**config.mk**
```make
export PLATFORM = sky130hd
export DESIGN_NAME = apc_config_regs
export DESIGN_NICKNAME = d
export VERILOG_FILES = /design/src/core/apc_pkg.sv /design/src/core/apc_config_regs.sv /design/src/core/apc_sync.sv
export SDC_FILE = /design/constraint.sdc
export NUM_CORES = 1
export LEC_CHECK = 0
export CAP_MARGIN = 20
export CORE_ASPECT_RATIO = 0.6
export CORE_MARGIN = 2
export CORE_UTILIZATION = 57
export CTS_BUF_LIST = sky130_fd_sc_hd__clkbuf_16
export CTS_CLUSTER_SIZE = 28
export DETAILED_ROUTE_END_ITERATION = 7
export DONT_BUFFER_PORTS = 1
export GPL_ROUTABILITY_DRIVEN = 0
export PLACE_DENSITY = 0.75
export SYNTH_ARGS = -nofsm -noshare
export SYNTH_HDL_FRONTEND = slang
export SYNTH_HIERARCHICAL = 1
export SYNTH_SLANG_ARGS = --single-unit
```
**constraint.sdc**
```tcl
create_clock -name mclk -period 1.5 [get_ports mclk]
set_input_delay 0.15 -clock mclk [delete_from_list [all_inputs] [get_ports mclk]]
set_output_delay 0.15 -clock mclk [all_outputs]
set_load 0.01 [all_outputs]
```
**src/core/apc_pkg.sv**
```systemverilog
// constants shared by the audio path configuration register bank
// How it works
// - config a bits 15:14 set input amp gain; 01 means 9 dB attenuation.
// - config a bit 13 powers the input amplifier down when one.
// - config a bits 4:3 select output mux; 01 routes the input amplifier.
// - config a bits 2:1 drive speaker/aux stages; 01 is speaker high gain.
// - config a bit 0 powers the volume element down when one.
// - config a bit 10 powers the auxiliary input amplifier down when one.
// - config a bits 12:11 hold the auxiliary input amplifier gain.
// - config a bit 9 selects input source; zero picks the gain control amp.
// - config b bits 8:7 drive first mixer; 11 powers down, 01 mux only.
// - config b bits 6:5 drive second mixer; 11 powers down, 10 filter only.
// - config b bit 1 powers the low-pass filter down when one.
// - config b bit 0 powers the gain control amplifier down when one.
// - config b bits 3:2 pick filter band and sample rate; 01 is 6.4 kHz.
// - config b bit 4 selects filter input; zero picks the first mixer.
// - config b bits 10:9 select first mixer source; 00 is input amp.
// - config b bits 13:11 hold the volume element setting.
// - config b bits 15:14 select the volume element's feed.
// - new settings take effect on a rising edge of the serial clock.
// - config a bits 8:6 select analog output source; 000 is passthrough.
// - config a bit 5 powers the analog output amplifier down when one.
// - each value goes as two acked bytes, high byte first.
package apc_pkg;

  // serial framing
  localparam logic [6:0]  SLAVE_ADDR   = 7'h40;  // 80h write byte
  localparam logic [7:0]  CMD_LOAD_A   = 8'h88;  // plain default, load config a
  localparam logic [7:0]  CMD_LOAD_B   = 8'h98;  // plain default, load config b
  localparam logic [2:0]  BIT_LAST     = 3'h7;
  localparam logic [1:0]  DATA_BYTES   = 2'h2;

  // values after reset
  localparam logic [15:0] CFG_A_RESET  = 16'h0000;
  localparam logic [15:0] CFG_B_RESET  = 16'h0000;

  // config a field positions
  localparam int A_VOL_PD_POS      = 0;
  localparam int A_SPK_AUX_LSB     = 1;
  localparam int A_OUT_MUX_LSB     = 3;
  localparam int A_LINE_OUT_PD_POS = 5;
  localparam int A_LINE_OUT_LSB    = 6;
  localparam int A_IN_SRC_POS      = 9;
  localparam int A_AUX_PD_POS      = 10;
  localparam int A_AUX_GAIN_LSB    = 11;
  localparam int A_LINE_IN_PD_POS  = 13;
  localparam int A_LINE_IN_GAIN_LSB = 14;

  // config b field positions
  localparam int B_AGC_PD_POS      = 0;
  localparam int B_FILT_PD_POS     = 1;
  localparam int B_FILT_RATE_LSB   = 2;
  localparam int B_FILT_MUX_POS    = 4;
  localparam int B_MIX2_LSB        = 5;
  localparam int B_MIX1_LSB        = 7;
  localparam int B_MIX1_SRC_LSB    = 9;
  localparam int B_ATTEN_LSB       = 11;
  localparam int B_LEVEL_MUX_LSB   = 14;

  // serial receiver states
  typedef enum logic [2:0] {
    ST_IDLE     = 3'b000,
    ST_ADDR     = 3'b001,
    ST_CMD      = 3'b010,
    ST_DATA     = 3'b011,
    ST_ACK_WAIT = 3'b100,
    ST_ACK      = 3'b101,
    ST_IGNORE   = 3'b110
  } apc_state_e;

  // register selected by the command byte
  typedef enum logic [1:0] {
    SEL_NONE = 2'b00,
    SEL_A    = 2'b01,
    SEL_B    = 2'b10
  } apc_sel_e;

endpackage

```
**src/core/apc_config_regs.sv**
```systemverilog
// two-wire loaded audio path configuration registers
`timescale 1ns/10ps
module apc_config_regs
  import apc_pkg::*;
(
  // clock and reset
  input  wire logic        mclk,
  input  wire logic        rst,
  // two-wire serial pins
  input  wire logic        scl_in,
  input  wire logic        sda_in,
  output logic             sda_out,
  output logic             sda_oe,
  // whole register words
  output logic [15:0]      path_config_a,
  output logic [15:0]      path_config_b,
  // config a fields
  output logic             volume_powerdown,
  output logic [1:0]       speaker_aux_ctl,
  output logic [1:0]       out_mux_sel,
  output logic             line_out_powerdown,
  output logic [2:0]       line_out_mux_sel,
  output logic             input_source_sel,
  output logic             aux_in_powerdown,
  output logic [1:0]       aux_in_gain,
  output logic             line_in_powerdown,
  output logic [1:0]       line_in_gain,
  // config b fields
  output logic             agc_amp_powerdown,
  output logic             filter_powerdown,
  output logic [1:0]       filter_rate,
  output logic             filter_mux_sel,
  output logic [1:0]       second_mixer_ctl,
  output logic [1:0]       first_mixer_ctl,
  output logic [1:0]       first_mixer_src,
  output logic [2:0]       attenuation_step,
  output logic [1:0]       level_mux_sel
);

  typedef struct packed {
    logic        scl_d;
    logic        sda_d;
    apc_state_e  state;
    apc_state_e  after;
    logic [7:0]  shift;
    logic [2:0]  bit_cnt;
    logic [1:0]  data_idx;
    apc_sel_e    sel;
    logic [7:0]  hi_byte;
    logic [7:0]  lo_byte;
    logic        ack_ok;
    logic        pend;
    logic        oe;
    logic [15:0] cfg_a;
    logic [15:0] cfg_b;
  } apc_regs_s;

  apc_regs_s q_reg;
  apc_regs_s q_next;

  logic       scl_s;
  logic       sda_s;
  logic       scl_rise;
  logic       scl_fall;
  logic       start_cond;
  logic       stop_cond;
  logic [7:0] new_byte;
  logic       commit_a;
  logic       commit_b;

  // pins are asynchronous to mclk
  apc_sync #(
    .WIDTH (2)
  ) u_sync (
    .mclk     (mclk),
    .rst      (rst),
    .async_in ({scl_in, sda_in}),
    .sync_out ({scl_s, sda_s})
  );

  // map a command byte to the register it loads
  function automatic apc_sel_e decode_cmd(input logic [7:0] cmd);
    if (cmd == CMD_LOAD_A) begin
      decode_cmd = SEL_A;
    end else if (cmd == CMD_LOAD_B) begin
      decode_cmd = SEL_B;
    end else begin
      decode_cmd = SEL_NONE;
    end
  endfunction

  // bus events seen on the synchronised pins
  assign scl_rise   = scl_s & ~q_reg.scl_d;
  assign scl_fall   = ~scl_s & q_reg.scl_d;
  assign start_cond = scl_s & q_reg.scl_d & q_reg.sda_d & ~sda_s;
  assign stop_cond  = scl_s & q_reg.scl_d & ~q_reg.sda_d & sda_s;
  assign new_byte   = {q_reg.shift[6:0], sda_s};

  // a pending load is applied on the ack clock's rising edge
  assign commit_a = (q_reg.state == ST_ACK) && scl_rise && q_reg.pend
                    && (q_reg.sel == SEL_A);
  assign commit_b = (q_reg.state == ST_ACK) && scl_rise && q_reg.pend
                    && (q_reg.sel == SEL_B);

  // receiver, acknowledge and register update
  always_comb begin
    q_next       = q_reg;
    q_next.scl_d = scl_s;
    q_next.sda_d = sda_s;
    if (start_cond) begin
      // repeated start also lands here and drops any half-loaded value
      q_next.state   = ST_ADDR;
      q_next.bit_cnt = 3'h0;
      q_next.pend    = 1'b0;
      q_next.oe      = 1'b0;
    end else if (stop_cond) begin
      q_next.state = ST_IDLE;
      q_next.pend  = 1'b0;
      q_next.oe    = 1'b0;
    end else begin
      case (q_reg.state)
        ST_IDLE: begin
          q_next.oe = 1'b0;
        end
        ST_ADDR, ST_CMD, ST_DATA: begin
          if (scl_rise) begin
            q_next.shift   = new_byte;
            q_next.bit_cnt = q_reg.bit_cnt + 3'h1;
            if (q_reg.bit_cnt == BIT_LAST) begin
              q_next.state  = ST_ACK_WAIT;
              q_next.ack_ok = 1'b1;
              if (q_reg.state == ST_ADDR) begin
                // only a write to our address is answered
                q_next.ack_ok = (new_byte == {SLAVE_ADDR, 1'b0});
                q_next.after  = ST_CMD;
              end else if (q_reg.state == ST_CMD) begin
                q_next.sel      = decode_cmd(new_byte);
                q_next.data_idx = 2'h0;
                q_next.after    = ST_DATA;
              end else begin
                q_next.after = ST_DATA;
                if (q_reg.data_idx == 2'h0) begin
                  q_next.hi_byte  = new_byte;
                  q_next.data_idx = 2'h1;
                end else if (q_reg.data_idx == 2'h1) begin
                  q_next.lo_byte  = new_byte;
                  q_next.data_idx = DATA_BYTES;
                  q_next.pend     = (q_reg.sel != SEL_NONE);
                end else if (q_reg.sel != SEL_NONE) begin
                  // a third byte to a config register is refused
                  q_next.ack_ok = 1'b0;
                end
              end
            end
          end
        end
        ST_ACK_WAIT: begin
          if (scl_fall) begin
            q_next.oe    = q_reg.ack_ok;
            q_next.state = q_reg.ack_ok ? ST_ACK : ST_IGNORE;
          end
        end
        ST_ACK: begin
          if (commit_a) begin
            q_next.cfg_a = {q_reg.hi_byte, q_reg.lo_byte};
            q_next.pend  = 1'b0;
          end
          if (commit_b) begin
            q_next.cfg_b = {q_reg.hi_byte, q_reg.lo_byte};
            q_next.pend  = 1'b0;
          end
          if (scl_fall) begin
            q_next.oe      = 1'b0;
            q_next.state   = q_reg.after;
            q_next.bit_cnt = 3'h0;
          end
        end
        ST_IGNORE: begin
          q_next.oe = 1'b0;  // wait for the next start or stop
        end
        default: begin
          q_next.state = ST_IDLE;
          q_next.oe    = 1'b0;
        end
      endcase
    end
  end

  // single state register; values hold until rewritten
  always_ff @(posedge mclk) begin
    if (rst) begin
      q_reg          <= '0;
      q_reg.scl_d    <= 1'b1;
      q_reg.sda_d    <= 1'b1;
      q_reg.state    <= ST_IDLE;
      q_reg.after    <= ST_IDLE;
      q_reg.sel      <= SEL_NONE;
      q_reg.cfg_a    <= CFG_A_RESET;
      q_reg.cfg_b    <= CFG_B_RESET;
    end else begin
      q_reg <= q_next;
    end
  end

  // open drain: only ever pulls low
  assign sda_out = 1'b0;
  assign sda_oe  = q_reg.oe;

  // whole words drive the analog controls continuously
  assign path_config_a = q_reg.cfg_a;
  assign path_config_b = q_reg.cfg_b;

  // config a fields
  assign volume_powerdown   = q_reg.cfg_a[A_VOL_PD_POS];
  assign speaker_aux_ctl    = q_reg.cfg_a[A_SPK_AUX_LSB +: 2];
  assign out_mux_sel        = q_reg.cfg_a[A_OUT_MUX_LSB +: 2];
  assign line_out_powerdown = q_reg.cfg_a[A_LINE_OUT_PD_POS];
  assign line_out_mux_sel   = q_reg.cfg_a[A_LINE_OUT_LSB +: 3];
  assign input_source_sel   = q_reg.cfg_a[A_IN_SRC_POS];
  assign aux_in_powerdown   = q_reg.cfg_a[A_AUX_PD_POS];
  assign aux_in_gain        = q_reg.cfg_a[A_AUX_GAIN_LSB +: 2];
  assign line_in_powerdown  = q_reg.cfg_a[A_LINE_IN_PD_POS];
  assign line_in_gain       = q_reg.cfg_a[A_LINE_IN_GAIN_LSB +: 2];

  // config b fields
  assign agc_amp_powerdown  = q_reg.cfg_b[B_AGC_PD_POS];
  assign filter_powerdown   = q_reg.cfg_b[B_FILT_PD_POS];
  assign filter_rate        = q_reg.cfg_b[B_FILT_RATE_LSB +: 2];
  assign filter_mux_sel     = q_reg.cfg_b[B_FILT_MUX_POS];
  assign second_mixer_ctl   = q_reg.cfg_b[B_MIX2_LSB +: 2];
  assign first_mixer_ctl    = q_reg.cfg_b[B_MIX1_LSB +: 2];
  assign first_mixer_src    = q_reg.cfg_b[B_MIX1_SRC_LSB +: 2];
  assign attenuation_step   = q_reg.cfg_b[B_ATTEN_LSB +: 3];
  assign level_mux_sel      = q_reg.cfg_b[B_LEVEL_MUX_LSB +: 2];
endmodule

```
**src/core/apc_sync.sv**
```systemverilog
// two-stage synchroniser for the serial pins
`timescale 1ns/10ps
module apc_sync
  import apc_pkg::*;
#(
  parameter int WIDTH = 2
) (
  // clock and reset
  input  wire logic             mclk,
  input  wire logic             rst,
  // asynchronous in, synchronous out
  input  wire logic [WIDTH-1:0] async_in,
  output logic      [WIDTH-1:0] sync_out
);

  logic [WIDTH-1:0] meta_reg;

  // idle bus level is high, so both stages reset high to avoid a fake start
  always_ff @(posedge mclk) begin
    if (rst) begin
      meta_reg <= '1;
      sync_out <= '1;
    end else begin
      meta_reg <= async_in;
      sync_out <= meta_reg;
    end
  end

endmodule

```
==> impl_metrics.yaml, run 1 <==
critical_path:
  cp.required_ns: 1.73
  path_max_fanout: 4
  critical_path.max_stage_delay_ns: 0.33
  worstSetupEndpoint: "q_reg[69]$_SDFFE_PP0P_"
  critPathSlowestCell: "dfxtp_2"
  reg2reg_depth: 7
  ff2ff_setup_slack_ns: -0.04
  crit_path_frequent_cell: "ha_4"
  r2r_end: "q_reg[69]$_SDFFE_PP0P_"
  reg2reg_from: "q_reg[56]$_SDFFE_PP0P_"
  end_kind: "flop"
  critPathKind: "flop to flop"
  critPathLaunch: "q_reg[56]$_SDFFE_PP0P_"
  worstPathArrival_ns: 1.78
  path_cells: "ha_4 -> ha_4 -> and3b_2 -> buf_6 -> nor2_4 -> nor3_2 -> o32ai_2"
  start_kind: "flop"
yosys:
  synth_compound_area_share_pct: 6.27
  yosys_warnings: 6
  synth_xor_area_share_pct: 0.251
  ys_seq_elements: 76
  synth-async-reset-ratio_pct: 0
  synth_simple_gate_area_share_pct: 18.0
  seq_area_frac_synth_pct: 43.5
  synth_fa_ha_area_share_pct: 0.716
  avgSynthCellArea_um2: 9.71
  syn_inst: 360
  synth_edf_count: 0
  synth_top_family_by_area: "simple AND/OR/NAND/NOR gates"
  ys_types: 46
  synthMuxAreaShare_pct: 15.8
  synth-main-ff-cell: "dfxtp_1"
  syn-cell-area_mm2: 0.00349
  synth_nets: 366
clock_network:
  numCtsBuffers: 9
  cts_tree: "built"
  h-tree-depth: 3
  clock_latency_ns: 0.33
  clockRootBuffer: "clkbuf_16"
  cts_num_sinks: 76
  clkTransAtPathRegs_ns: 0.06
  clockBufferDepth: 2
die:
  die-area_mm2: 0.00679
  rows: 22
  start_util_pct: 58.0
  ios: 70
  die_x_um: 105
  core-area_mm2: 0.00603
  die_y_um: 64.7
timing:
  setup_slack_ns: -0.0442
  report.final.slew_viol_count: 0
  hold_viol_final: 63
  fin_crit_ns: 1.54
  clock.fmax_mhz: 648
  fin_crit_sh_pct: 103
  skew_ns: 0.00525
  holdWs_ns: -0.112
  finalSetupViolations: 4
  grt_setup_unrepaired: "yes"
layout:
  syn_to_final_growth_pct: 9.70
  final-instance-count-excl-fill: 423
  final_common_cell: "dfxtp_1"
  n_antenna_cell: 0
  fin_nets: 340
  drive_gt1_share_pct: 21.8
  largest_reg_flops: 32
  n_fill_cell: 495
  layout_common_cells: "dfxtp_1 (69), nor2_1 (62), mux2i_1 (55)"
worst_hold_path:
  min-delay-path-class: "input port to flop"
placement:
  hpwl_um: 4570
  portBuffers: 0
  place_inst: 394
drt:
  wirelength_um: 6930
  firstDrtPassIters: 5
  vias: 2313
  drcViolationCount: 0
  routedWlPerCell_um: 16.4
  ant_nets: 0
  drtIter0Drc: 145
  viasPerCell: 5.47
grt:
  antenna_found_initial: 0
  grt_remaining_overflow: 0
  grt_pass1_vias: 2150
  grt_use_total_pct: 21.1
  grt_max_degree: 72
  grt_pass1_wl_um: 11000
pwr:
  total_leakage_power_nw: 1.71
  ir_drop_mv: 0.714
  p_per_area_mw_per_mm2: 1100
  total_power_mw: 4.23
outcome:
  status: "complete, but fails checks"
  violations: "negative hold slack, negative setup slack"
run:
  maxCapViolCount: 0
## layer usage
metal  share of wire (%)  GRT usage, %
met3                 6.7          6.54
met2                  43          32.0
met4                 1.2          7.50
met5                   0             0
met1                  49          28.7
## worst max-delay path, delay by kind of cell (launching register included)
kind / cells / cell delay (ns)
compound gates: 1 / 0.27
flops: 1 / 0.33
fa+ha+maj: 2 / 0.32
simple gates: 3 / 0.40
buf+inv: 1 / 0.14
## area by class of cell
type	count	area (um2)	share of cell area, %
clock inverters	7	67.6	1.76
repair buffers	38	354	9.24
flip-flops and latches	76	1540	40.1
clock buffers	9	225	5.87
well taps	84	105	2.74
multi-input cells	204	1530	39.8
inverters	5	18.8	0.490
## how the worst min path moves through the flow
stage / end / from / cells after the start / slack (ns)
global placement: path_config_b[0]$_SDFFE_PP0P_ / rst / 1 / 0.23
CTS: path_config_a[1]$_SDFFE_PP0P_ / rst / 1 / -0.12
detailed placement: path_config_a[3]$_SDFFE_PP0P_ / rst / 1 / 0.23
finish: path_config_a[15]$_SDFFE_PP0P_ / rst / 1 / -0.11
global route: path_config_a[1]$_SDFFE_PP0P_ / rst / 1 / -0.12
floorplan: u_sync/meta_reg[0]$_SDFF_PP1_ / sda_in / 1 / 0.25
## metrics by stage
step / hold slack (ns) / setup TNS (ns) / utilization (%) / setup slack, ns / area [um2]
floorplan: 0.247 / 0 / - / 0.00586 / 3500
global placement: 0.229 / -2.63 / 54.9 / -0.127 / 3310
detailed placement: 0.229 / -4.60 / 54.9 / -0.219 / 3310
CTS: -0.118 / -0.0340 / 62.2 / -0.0164 / 3750
global route: -0.120 / -1.39 / 63.6 / -0.109 / 3830
finish: -0.112 / -0.105 / 63.6 / -0.0442 / 3830
## logic make-up after synthesis
| group | Yosys count |
|---|---|
| buffers and inverters | 80 |
| AND/OR/NAND/NOR | 115 |
| multiplexers | 55 |
| AO/OA/AOI/OAI | 30 |
| other | 1 |
| XOR/XNOR | 1 |
| flip-flops | 76 |
| adder cells (fa/ha/maj) | 2 |
## synthesized netlist by cell type (4+ instances only)
cell type   n  share of area [%]
a21oi_1    10                1.4
buf_2       7                1.0
buf_4      61                 13
clkbuf_1    7               0.75
dfxtp_1    76                 44
inv_1       5               0.54
mux2i_1    55                 16
nand2_1     6               0.64
nand2b_1    4               0.72
nand3b_1    4               0.86
nor2_1     63                6.8
o21ai_0     4               0.57
or2_1       4               0.72
or2_2       4               0.72
## where the power goes
part	internal, mW	total, mW	switching, mW
Combinational	0.0521	0.0950	0.0430
Sequential	2.02	2.04	0.0113
Clock	1.28	2.10	0.819
Total	3.36	4.23	0.873
## timing repair
item	CTS	global route
setup buffers	2	3
resized for setup	15	15
hold buffers	8	1
pin swaps	2	8
setup endpoints to repair	63	50
endpoints found under the hold margin	69	64
No activity file was read; power rests on OpenSTA's default activity.
==> inputs of run 2 (changes only) <==
--- a/config.mk
+++ b/config.mk
@@ -6,9 +6,11 @@
 export NUM_CORES = 1
 export LEC_CHECK = 0
 export CAP_MARGIN = 20
+export CELL_PAD_IN_SITES_DETAIL_PLACEMENT = 1
+export CELL_PAD_IN_SITES_GLOBAL_PLACEMENT = 2
 export CORE_ASPECT_RATIO = 0.6
 export CORE_MARGIN = 2
-export CORE_UTILIZATION = 57
+export CORE_UTILIZATION = 35
 export CTS_BUF_LIST = sky130_fd_sc_hd__clkbuf_16
 export CTS_CLUSTER_SIZE = 28
 export DETAILED_ROUTE_END_ITERATION = 7
==> run 2 against run 1 <==
Against the previous run: maximum frequency rose by 0.51%; the flow still finishes with violations (negative hold slack, negative setup slack); count of clock-buffer cells in the layout did not move; critical path type unchanged; non-clock buffer count did not move; sequential cell count did not move; worst hold slack got worse by 0.0018 ns; die area rose by 59%; via count fell by 1.9%.
==> impl_metrics.yaml, run 2 (same netlist as run 1, synthesis figures left out) <==
die:
  start_util_pct: 35.8
  rows: 28
  ios: 70
  die_x_um: 133
  core-area_mm2: 0.00977
  die-area_mm2: 0.0108
  die_y_um: 81.4
layout:
  largest_reg_flops: 32
  multiInputGateArea_mm2: 0.00152
  fin_nets: 340
  seqCellArea_mm2: 0.00153
  finalCoreUtilization_pct: 40.1
  final_common_cell: "dfxtp_1"
  layout_common_cells: "dfxtp_1 (71), nor2_1 (62), mux2i_1 (55)"
  n_fill_cell: 1070
  drive_gt1_share_pct: 22.5
  n_antenna_cell: 0
  syn_to_final_growth_pct: 12.0
  final-instance-count-excl-fill: 473
critical_path:
  r2r_end: "q_reg[48]$_SDFFE_PP0P_"
  critPathKind: "flop to flop"
  reg2reg_from: "q_reg[56]$_SDFFE_PP0P_"
  critical-path-top-delay-family: "flip-flops"
  ff2ff_setup_slack_ns: -0.04
  cp.required_ns: 1.73
  critical_path.max_stage_delay_ns: 0.35
  path_buf_inv: 1
  path_cells: "ha_4 -> ha_4 -> and3b_2 -> o2111ai_4 -> buf_12 -> mux2i_1 -> nor2_1"
  path_max_fanout: 8
  start_kind: "flop"
  worst-path-stages: 7
  critPathSlowestCell: "dfxtp_2"
  worstPathArrival_ns: 1.76
  reg2reg_depth: 7
  end_kind: "flop"
  crit_path_frequent_cell: "ha_4"
drt:
  firstDrtPassIters: 7
  drtIter0Drc: 81
  drcViolationCount: 0
  ant_nets: 0
  vias: 2270
  wirelength_um: 7940
  routedWlPerCell_um: 16.8
  viasPerCell: 4.80
timing:
  skew_ns: 0.00579
  finalSetupViolations: 11
  report.final.slew_viol_count: 0
  setup_tns_ns: -0.180
  worstMarginPinSlew_ns: 0.550
  setup_slack_ns: -0.0364
  relSlewSlack_pct: 63.1
  fin_crit_sh_pct: 102
  fin_crit_ns: 1.54
  holdWs_ns: -0.114
  clock.fmax_mhz: 651
  hold_viol_final: 63
  grt_setup_unrepaired: "yes"
placement:
  hpwl_um: 5400
  place_inst: 447
  portBuffers: 0
  preCtsSetupSlack_ns: -0.217
worst_hold_path:
  min-delay-path-class: "input port to flop"
  hp-start: "rst"
  hold_path_depth: 1
  min_to: "path_config_a[15]$_SDFFE_PP0P_"
grt:
  grt_pass1_vias: 2278
  grt_pass1_wl_um: 12500
  grt_remaining_overflow: 0
  grt_use_total_pct: 15.6
  grt_max_degree: 72
  antenna_found_initial: 0
clock_network:
  cts-hold-fix-buffers: 8
  clock_latency_ns: 0.33
  clockBufferDepth: 2
  clockRootBuffer: "clkbuf_16"
  numCtsBuffers: 9
  cts_num_sinks: 76
  h-tree-depth: 3
  clkTransAtPathRegs_ns: 0.06
  cts_tree: "built"
pwr:
  ir_drop_mv: 0.622
  total_leakage_power_nw: 1.72
  total_power_mw: 4.37
  p_per_area_mw_per_mm2: 1120
run:
  maxCapViolCount: 0
outcome:
  violations: "negative hold slack, negative setup slack"
  status: "complete, but fails checks"
==> run 2: changes by cell type in the layout (fill, tap and decap cells not counted), moves of 2 or more <==
cell     change
a21oi_1      -2
dfxtp_1      +2
dfxtp_4      -2
a21oi_2      +2
==> run 2: worst max-delay path by stage <==
stage / from / endpoint / slack, ns
finish: q_reg[56]$_SDFFE_PP0P_ / q_reg[48]$_SDFFE_PP0P_ / -0.04
global route: q_reg[56]$_SDFFE_PP0P_ / q_reg[48]$_SDFFE_PP0P_ / -0.12
CTS: q_reg[56]$_SDFFE_PP0P_ / q_reg[48]$_SDFFE_PP0P_ / -0.02
detailed placement: q_reg[56]$_SDFFE_PP0P_ / q_reg[48]$_SDFFE_PP0P_ / -0.22
global placement: q_reg[55]$_SDFFE_PP0P_ / q_reg[33]$_SDFFE_PP0P_ / -0.09
floorplan: q_reg[55]$_SDFFE_PP0P_ / q_reg[43]$_SDFFE_PP0P_ / 0.006
==> run 2: cell type report <==
type | count | area share, %
inverters | 5 | 0.479
clock buffers | 9 | 5.75
well taps | 135 | 4.31
flip-flops and latches | 76 | 39.1
multi-input cells | 204 | 38.9
repair buffers | 38 | 9.36
clock inverters | 6 | 2.08
==> run 2: worst register-to-register path, delay by kind of cell, from the launching register on <==
| family | cells | cell delay [ns] |
|---|---|---|
| multiplexers | 1 | 0.16 |
| adder cells (fa/ha/maj) | 2 | 0.28 |
| AO/OA/AOI/OAI | 1 | 0.13 |
| AND/OR/NAND/NOR | 2 | 0.32 |
| flip-flops | 1 | 0.35 |
| buffers and inverters | 1 | 0.18 |
==> run 2: metrics by stage <==
step                      hold slack (ns)  instance area, um2
after global placement              0.230                3390
after detailed placement            0.233                3390
final                              -0.114                3920
after global routing               -0.133                3920
after floorplan                     0.247                3500
after CTS                          -0.125                3860
==> run 2: repair_timing <==
| item | in CTS | in global routing |
|---|---|---|
| endpoints found under the hold margin | 69 | 63 |
| pin swaps | 6 | 3 |
| cloned | 0 | 1 |
| gates resized for setup | 16 | 15 |
| setup endpoints to repair | 58 | 68 |
| setup buffers | 1 | 1 |
==> run 2: routing by layer <==
layer | wire, um | track usage (%) | vias to the layer above
met1 | 4020 | 21.3 | 1101
met4 | 98 | 4.95 | 0
li1 | - | - | 1112
met5 | 0 | 0 | -
met2 | 3350 | 22.2 | 48
met3 | 474 | 6.43 | 9
==> run 2: report_power, final <==
part           internal, mW  leakage [nW]  total (mW)  switching, mW
registers              2.03         0.615        2.04        0.00894
logic                0.0468         0.957      0.0925         0.0457
clock network          1.43         0.152        2.24          0.807
==> inputs of run 3 (changes only) <==
--- a/config.mk
+++ b/config.mk
@@ -19,5 +19,4 @@
 export PLACE_DENSITY = 0.75
 export SYNTH_ARGS = -nofsm -noshare
 export SYNTH_HDL_FRONTEND = slang
-export SYNTH_HIERARCHICAL = 1
 export SYNTH_SLANG_ARGS = --single-unit
==> run 3 against run 2 <==
Against the previous run: the flow still finishes with violations (negative hold slack, negative setup slack); combinational power up 4.3%; largest cell class is now multi-input combinational cells; clock power hardly changed; die area rose by 0.21%; critical path depth is 1 higher.
==> impl_metrics.yaml, run 3 <==
drt:
  routedWlPerCell_um: 17.4
  drtIter0Drc: 121
  firstDrtPassIters: 4
  vias: 2430
  drcViolationCount: 0
  wirelength_um: 8790
  ant_nets: 0
  viasPerCell: 4.82
run:
  maxCapViolCount: 0
critical_path:
  critPathLaunch: "q_reg[56]$_SDFFE_PP0P_"
  reg2reg_from: "q_reg[56]$_SDFFE_PP0P_"
  critical_path.max_stage_delay_ns: 0.36
  start_kind: "flop"
  path_cells: "ha_4 -> ha_4 -> buf_4 -> nand2_2 -> nor4_4 -> buf_4 -> mux2i_1 -> nor2_1"
  critical-path-top-delay-family: "simple AND/OR/NAND/NOR gates"
  end_kind: "flop"
  path_buf_inv: 2
  path_max_fanout: 5
  ff2ff_setup_slack_ns: -0.13
  critPathSlowestCell: "dfxtp_2"
  critPathKind: "flop to flop"
  cp.required_ns: 1.72
  worstPathArrival_ns: 1.85
timing:
  grt_setup_unrepaired: "yes"
  skew_ns: 0.00729
  setup_slack_ns: -0.129
  report.final.slew_viol_count: 0
  setup_tns_ns: -2.15
  holdWs_ns: -0.116
  fin_crit_ns: 1.63
  clock.fmax_mhz: 614
  hold_viol_final: 63
  fin_crit_sh_pct: 109
  finalSetupViolations: 32
layout:
  largest_reg_flops: 32
  drive_gt1_share_pct: 30.6
  final_area_mm2: 0.00418
  n_fill_cell: 1080
  layout_common_cells: "dfxtp_1 (67), nor2_1 (57), mux2i_1 (46)"
  n_antenna_cell: 0
  finalCoreUtilization_pct: 42.6
  syn_to_final_growth_pct: 19.2
  fin_nets: 370
  final_common_cell: "dfxtp_1"
yosys:
  seq_area_frac_synth_pct: 43.4
  synth_nets: 377
  ys_seq_elements: 76
  ys_top_cells_by_area: "dfxtp_1 (43%), mux2i_1 (14%), buf_4 (12%)"
  synth_area_leader_cell: "dfxtp_1"
  syn-cell-area_mm2: 0.00350
  synth-main-ff-cell: "dfxtp_1"
  synth.top_cell.area_share_pct: 43.4
  netlist_top_cells_count: "dfxtp_1 (76), nor2_1 (60), buf_4 (58)"
  syn_inst: 371
  yosys_warnings: 0
  synth_most_common_cell: "dfxtp_1"
  synth_edf_count: 0
  avgSynthCellArea_um2: 9.44
  ys_types: 47
  synth-async-reset-ratio_pct: 0
die:
  core-area_mm2: 0.00981
  die_x_um: 133
  rows: 28
  die-area_mm2: 0.0108
  die_y_um: 81.5
  start_util_pct: 35.7
  ios: 70
grt:
  grt_max_degree: 73
  antenna_found_initial: 0
  grt_remaining_overflow: 0
  grt_use_total_pct: 16.6
  grt_pass1_wl_um: 13700
  grt_pass1_vias: 2582
pwr:
  total_leakage_power_nw: 1.53
  comb_power_share_pct: 2.2
  p_per_area_mw_per_mm2: 1050
  clkPwrFrac_pct: 51.3
  ir_drop_mv: 0.545
  p_sw_uw: 858
  p_sw_share_pct: 19.6
  seqPwrFrac_pct: 46.5
  total_power_mw: 4.37
  p_int_mw: 3.51
worst_hold_path:
  hp-start: "rst"
  min-delay-path-class: "input port to flop"
clock_network:
  numCtsBuffers: 9
  cts_num_sinks: 76
  h-tree-depth: 3
  cts_tree: "built"
  cts-hold-fix-buffers: 8
  clockRootBuffer: "clkbuf_16"
  clkTransAtPathRegs_ns: 0.06
  clock_latency_ns: 0.33
  clockBufferDepth: 2
placement:
  hpwl_um: 5560
  portBuffers: 0
  placed_area_mm2: 0.00343
outcome:
  violations: "negative hold slack, negative setup slack"
  status: "complete, but fails checks"
[run 3: cell count changes in the layout (fill, tap and decap cells not counted), moves of 4 or more]
cell | before | now
nor2_1 | 62 | 57
dfxtp_1 | 71 | 67
a21oi_1 | 8 | 16
nand2_1 | 6 | 12
buf_4 | 23 | 40
nand2_2 | 0 | 4
mux2i_1 | 55 | 46
or2_1 | 4 | 0
o21ai_0 | 3 | 8
[run 3: layer usage]
| layer | routed length, um | vias to the layer above | GRT usage, % |
|---|---|---|---|
| met2 | 3770 | 47 | 26.0 |
| met5 | 0 | - | 0 |
| met3 | 482 | 7 | 5.19 |
| li1 | - | 1185 | - |
| met4 | 93 | 0 | 5.43 |
| met1 | 4440 | 1191 | 22.1 |
[run 3: final cells by class]
cell class / count / area (um2) / share of cell area (%)
multi-input cells: 217 / 1600 / 38.4
flip-flops and latches: 76 / 1540 / 36.9
repair buffers: 59 / 548 / 13.1
clock buffers: 9 / 225 / 5.39
well taps: 135 / 169 / 4.05
clock inverters: 7 / 83.8 / 2.01
inverters: 1 / 3.75 / 0.0899
[run 3: worst register-to-register path: stages, from the launching register on]
cell and delay [ns]:
dfxtp_2 0.36, ha_4 0.14, ha_4 0.12, buf_4 0.10, nand2_2 0.06, nor4_4 0.26
buf_4 0.23, mux2i_1 0.19, nor2_1 0.05
[run 3: cells by family (layout without fill, tap and decap cells)]
group | count (synthesis) | in the layout | synth area share [%]
AND/OR/NAND/NOR | 118 | 118 | 17.5
flip-flops | 76 | 76 | 43.4
AO/OA/AOI/OAI | 45 | 45 | 8.11
buffers and inverters | 78 | 76 | 15.6
other | 1 | 1 | 0.107
XOR/XNOR | 1 | 1 | 0.250
multiplexers | 50 | 50 | 14.3
adder cells (fa/ha/maj) | 2 | 2 | 0.714
[run 3: path summary, 6_finish.rpt]
| check | endpoint | cells after the start |
|---|---|---|
| hold / removal | q_reg[69]$_SDFFE_PP0P_ | 1 |
| setup reg to reg | q_reg[36]$_SDFFE_PP0P_ | 8 |
| setup / recovery | q_reg[36]$_SDFFE_PP0P_ | 8 |
| hold reg to reg | q_reg[67]$_SDFFE_PP0P_ | 2 |
[run 3: through the flow]
step / setup slack, ns / std cells / hold WS, ns
3_5_place_dp: -0.231 / 465 / 0.231
6_report: -0.129 / 504 / -0.116
4_1_cts: -0.112 / 498 / -0.128
3_3_place_gp: -0.160 / 465 / 0.229
2_1_floorplan: -0.128 / 371 / 0.254
5_1_grt: -0.189 / 504 / -0.123
[run 3: power groups by stage]
stage | combinational [mW] | sequential, mW | clock [mW]
after floorplan | 0.0753 | 2.07 | 0
after global placement | 0.0712 | 2.08 | 0
after detailed placement | 0.0730 | 2.08 | 0
after CTS | 0.0942 | 2.03 | 2.30
after global routing | 0.105 | 2.03 | 2.39
final | 0.0965 | 2.03 | 2.24
[run 3: repair_timing]
action	in CTS	in global routing
setup buffers	7	5
hold endpoints to repair	69	63
resized for setup	30	36
pin swaps	11	8
endpoints found under the setup margin	61	55
cloned	2	2
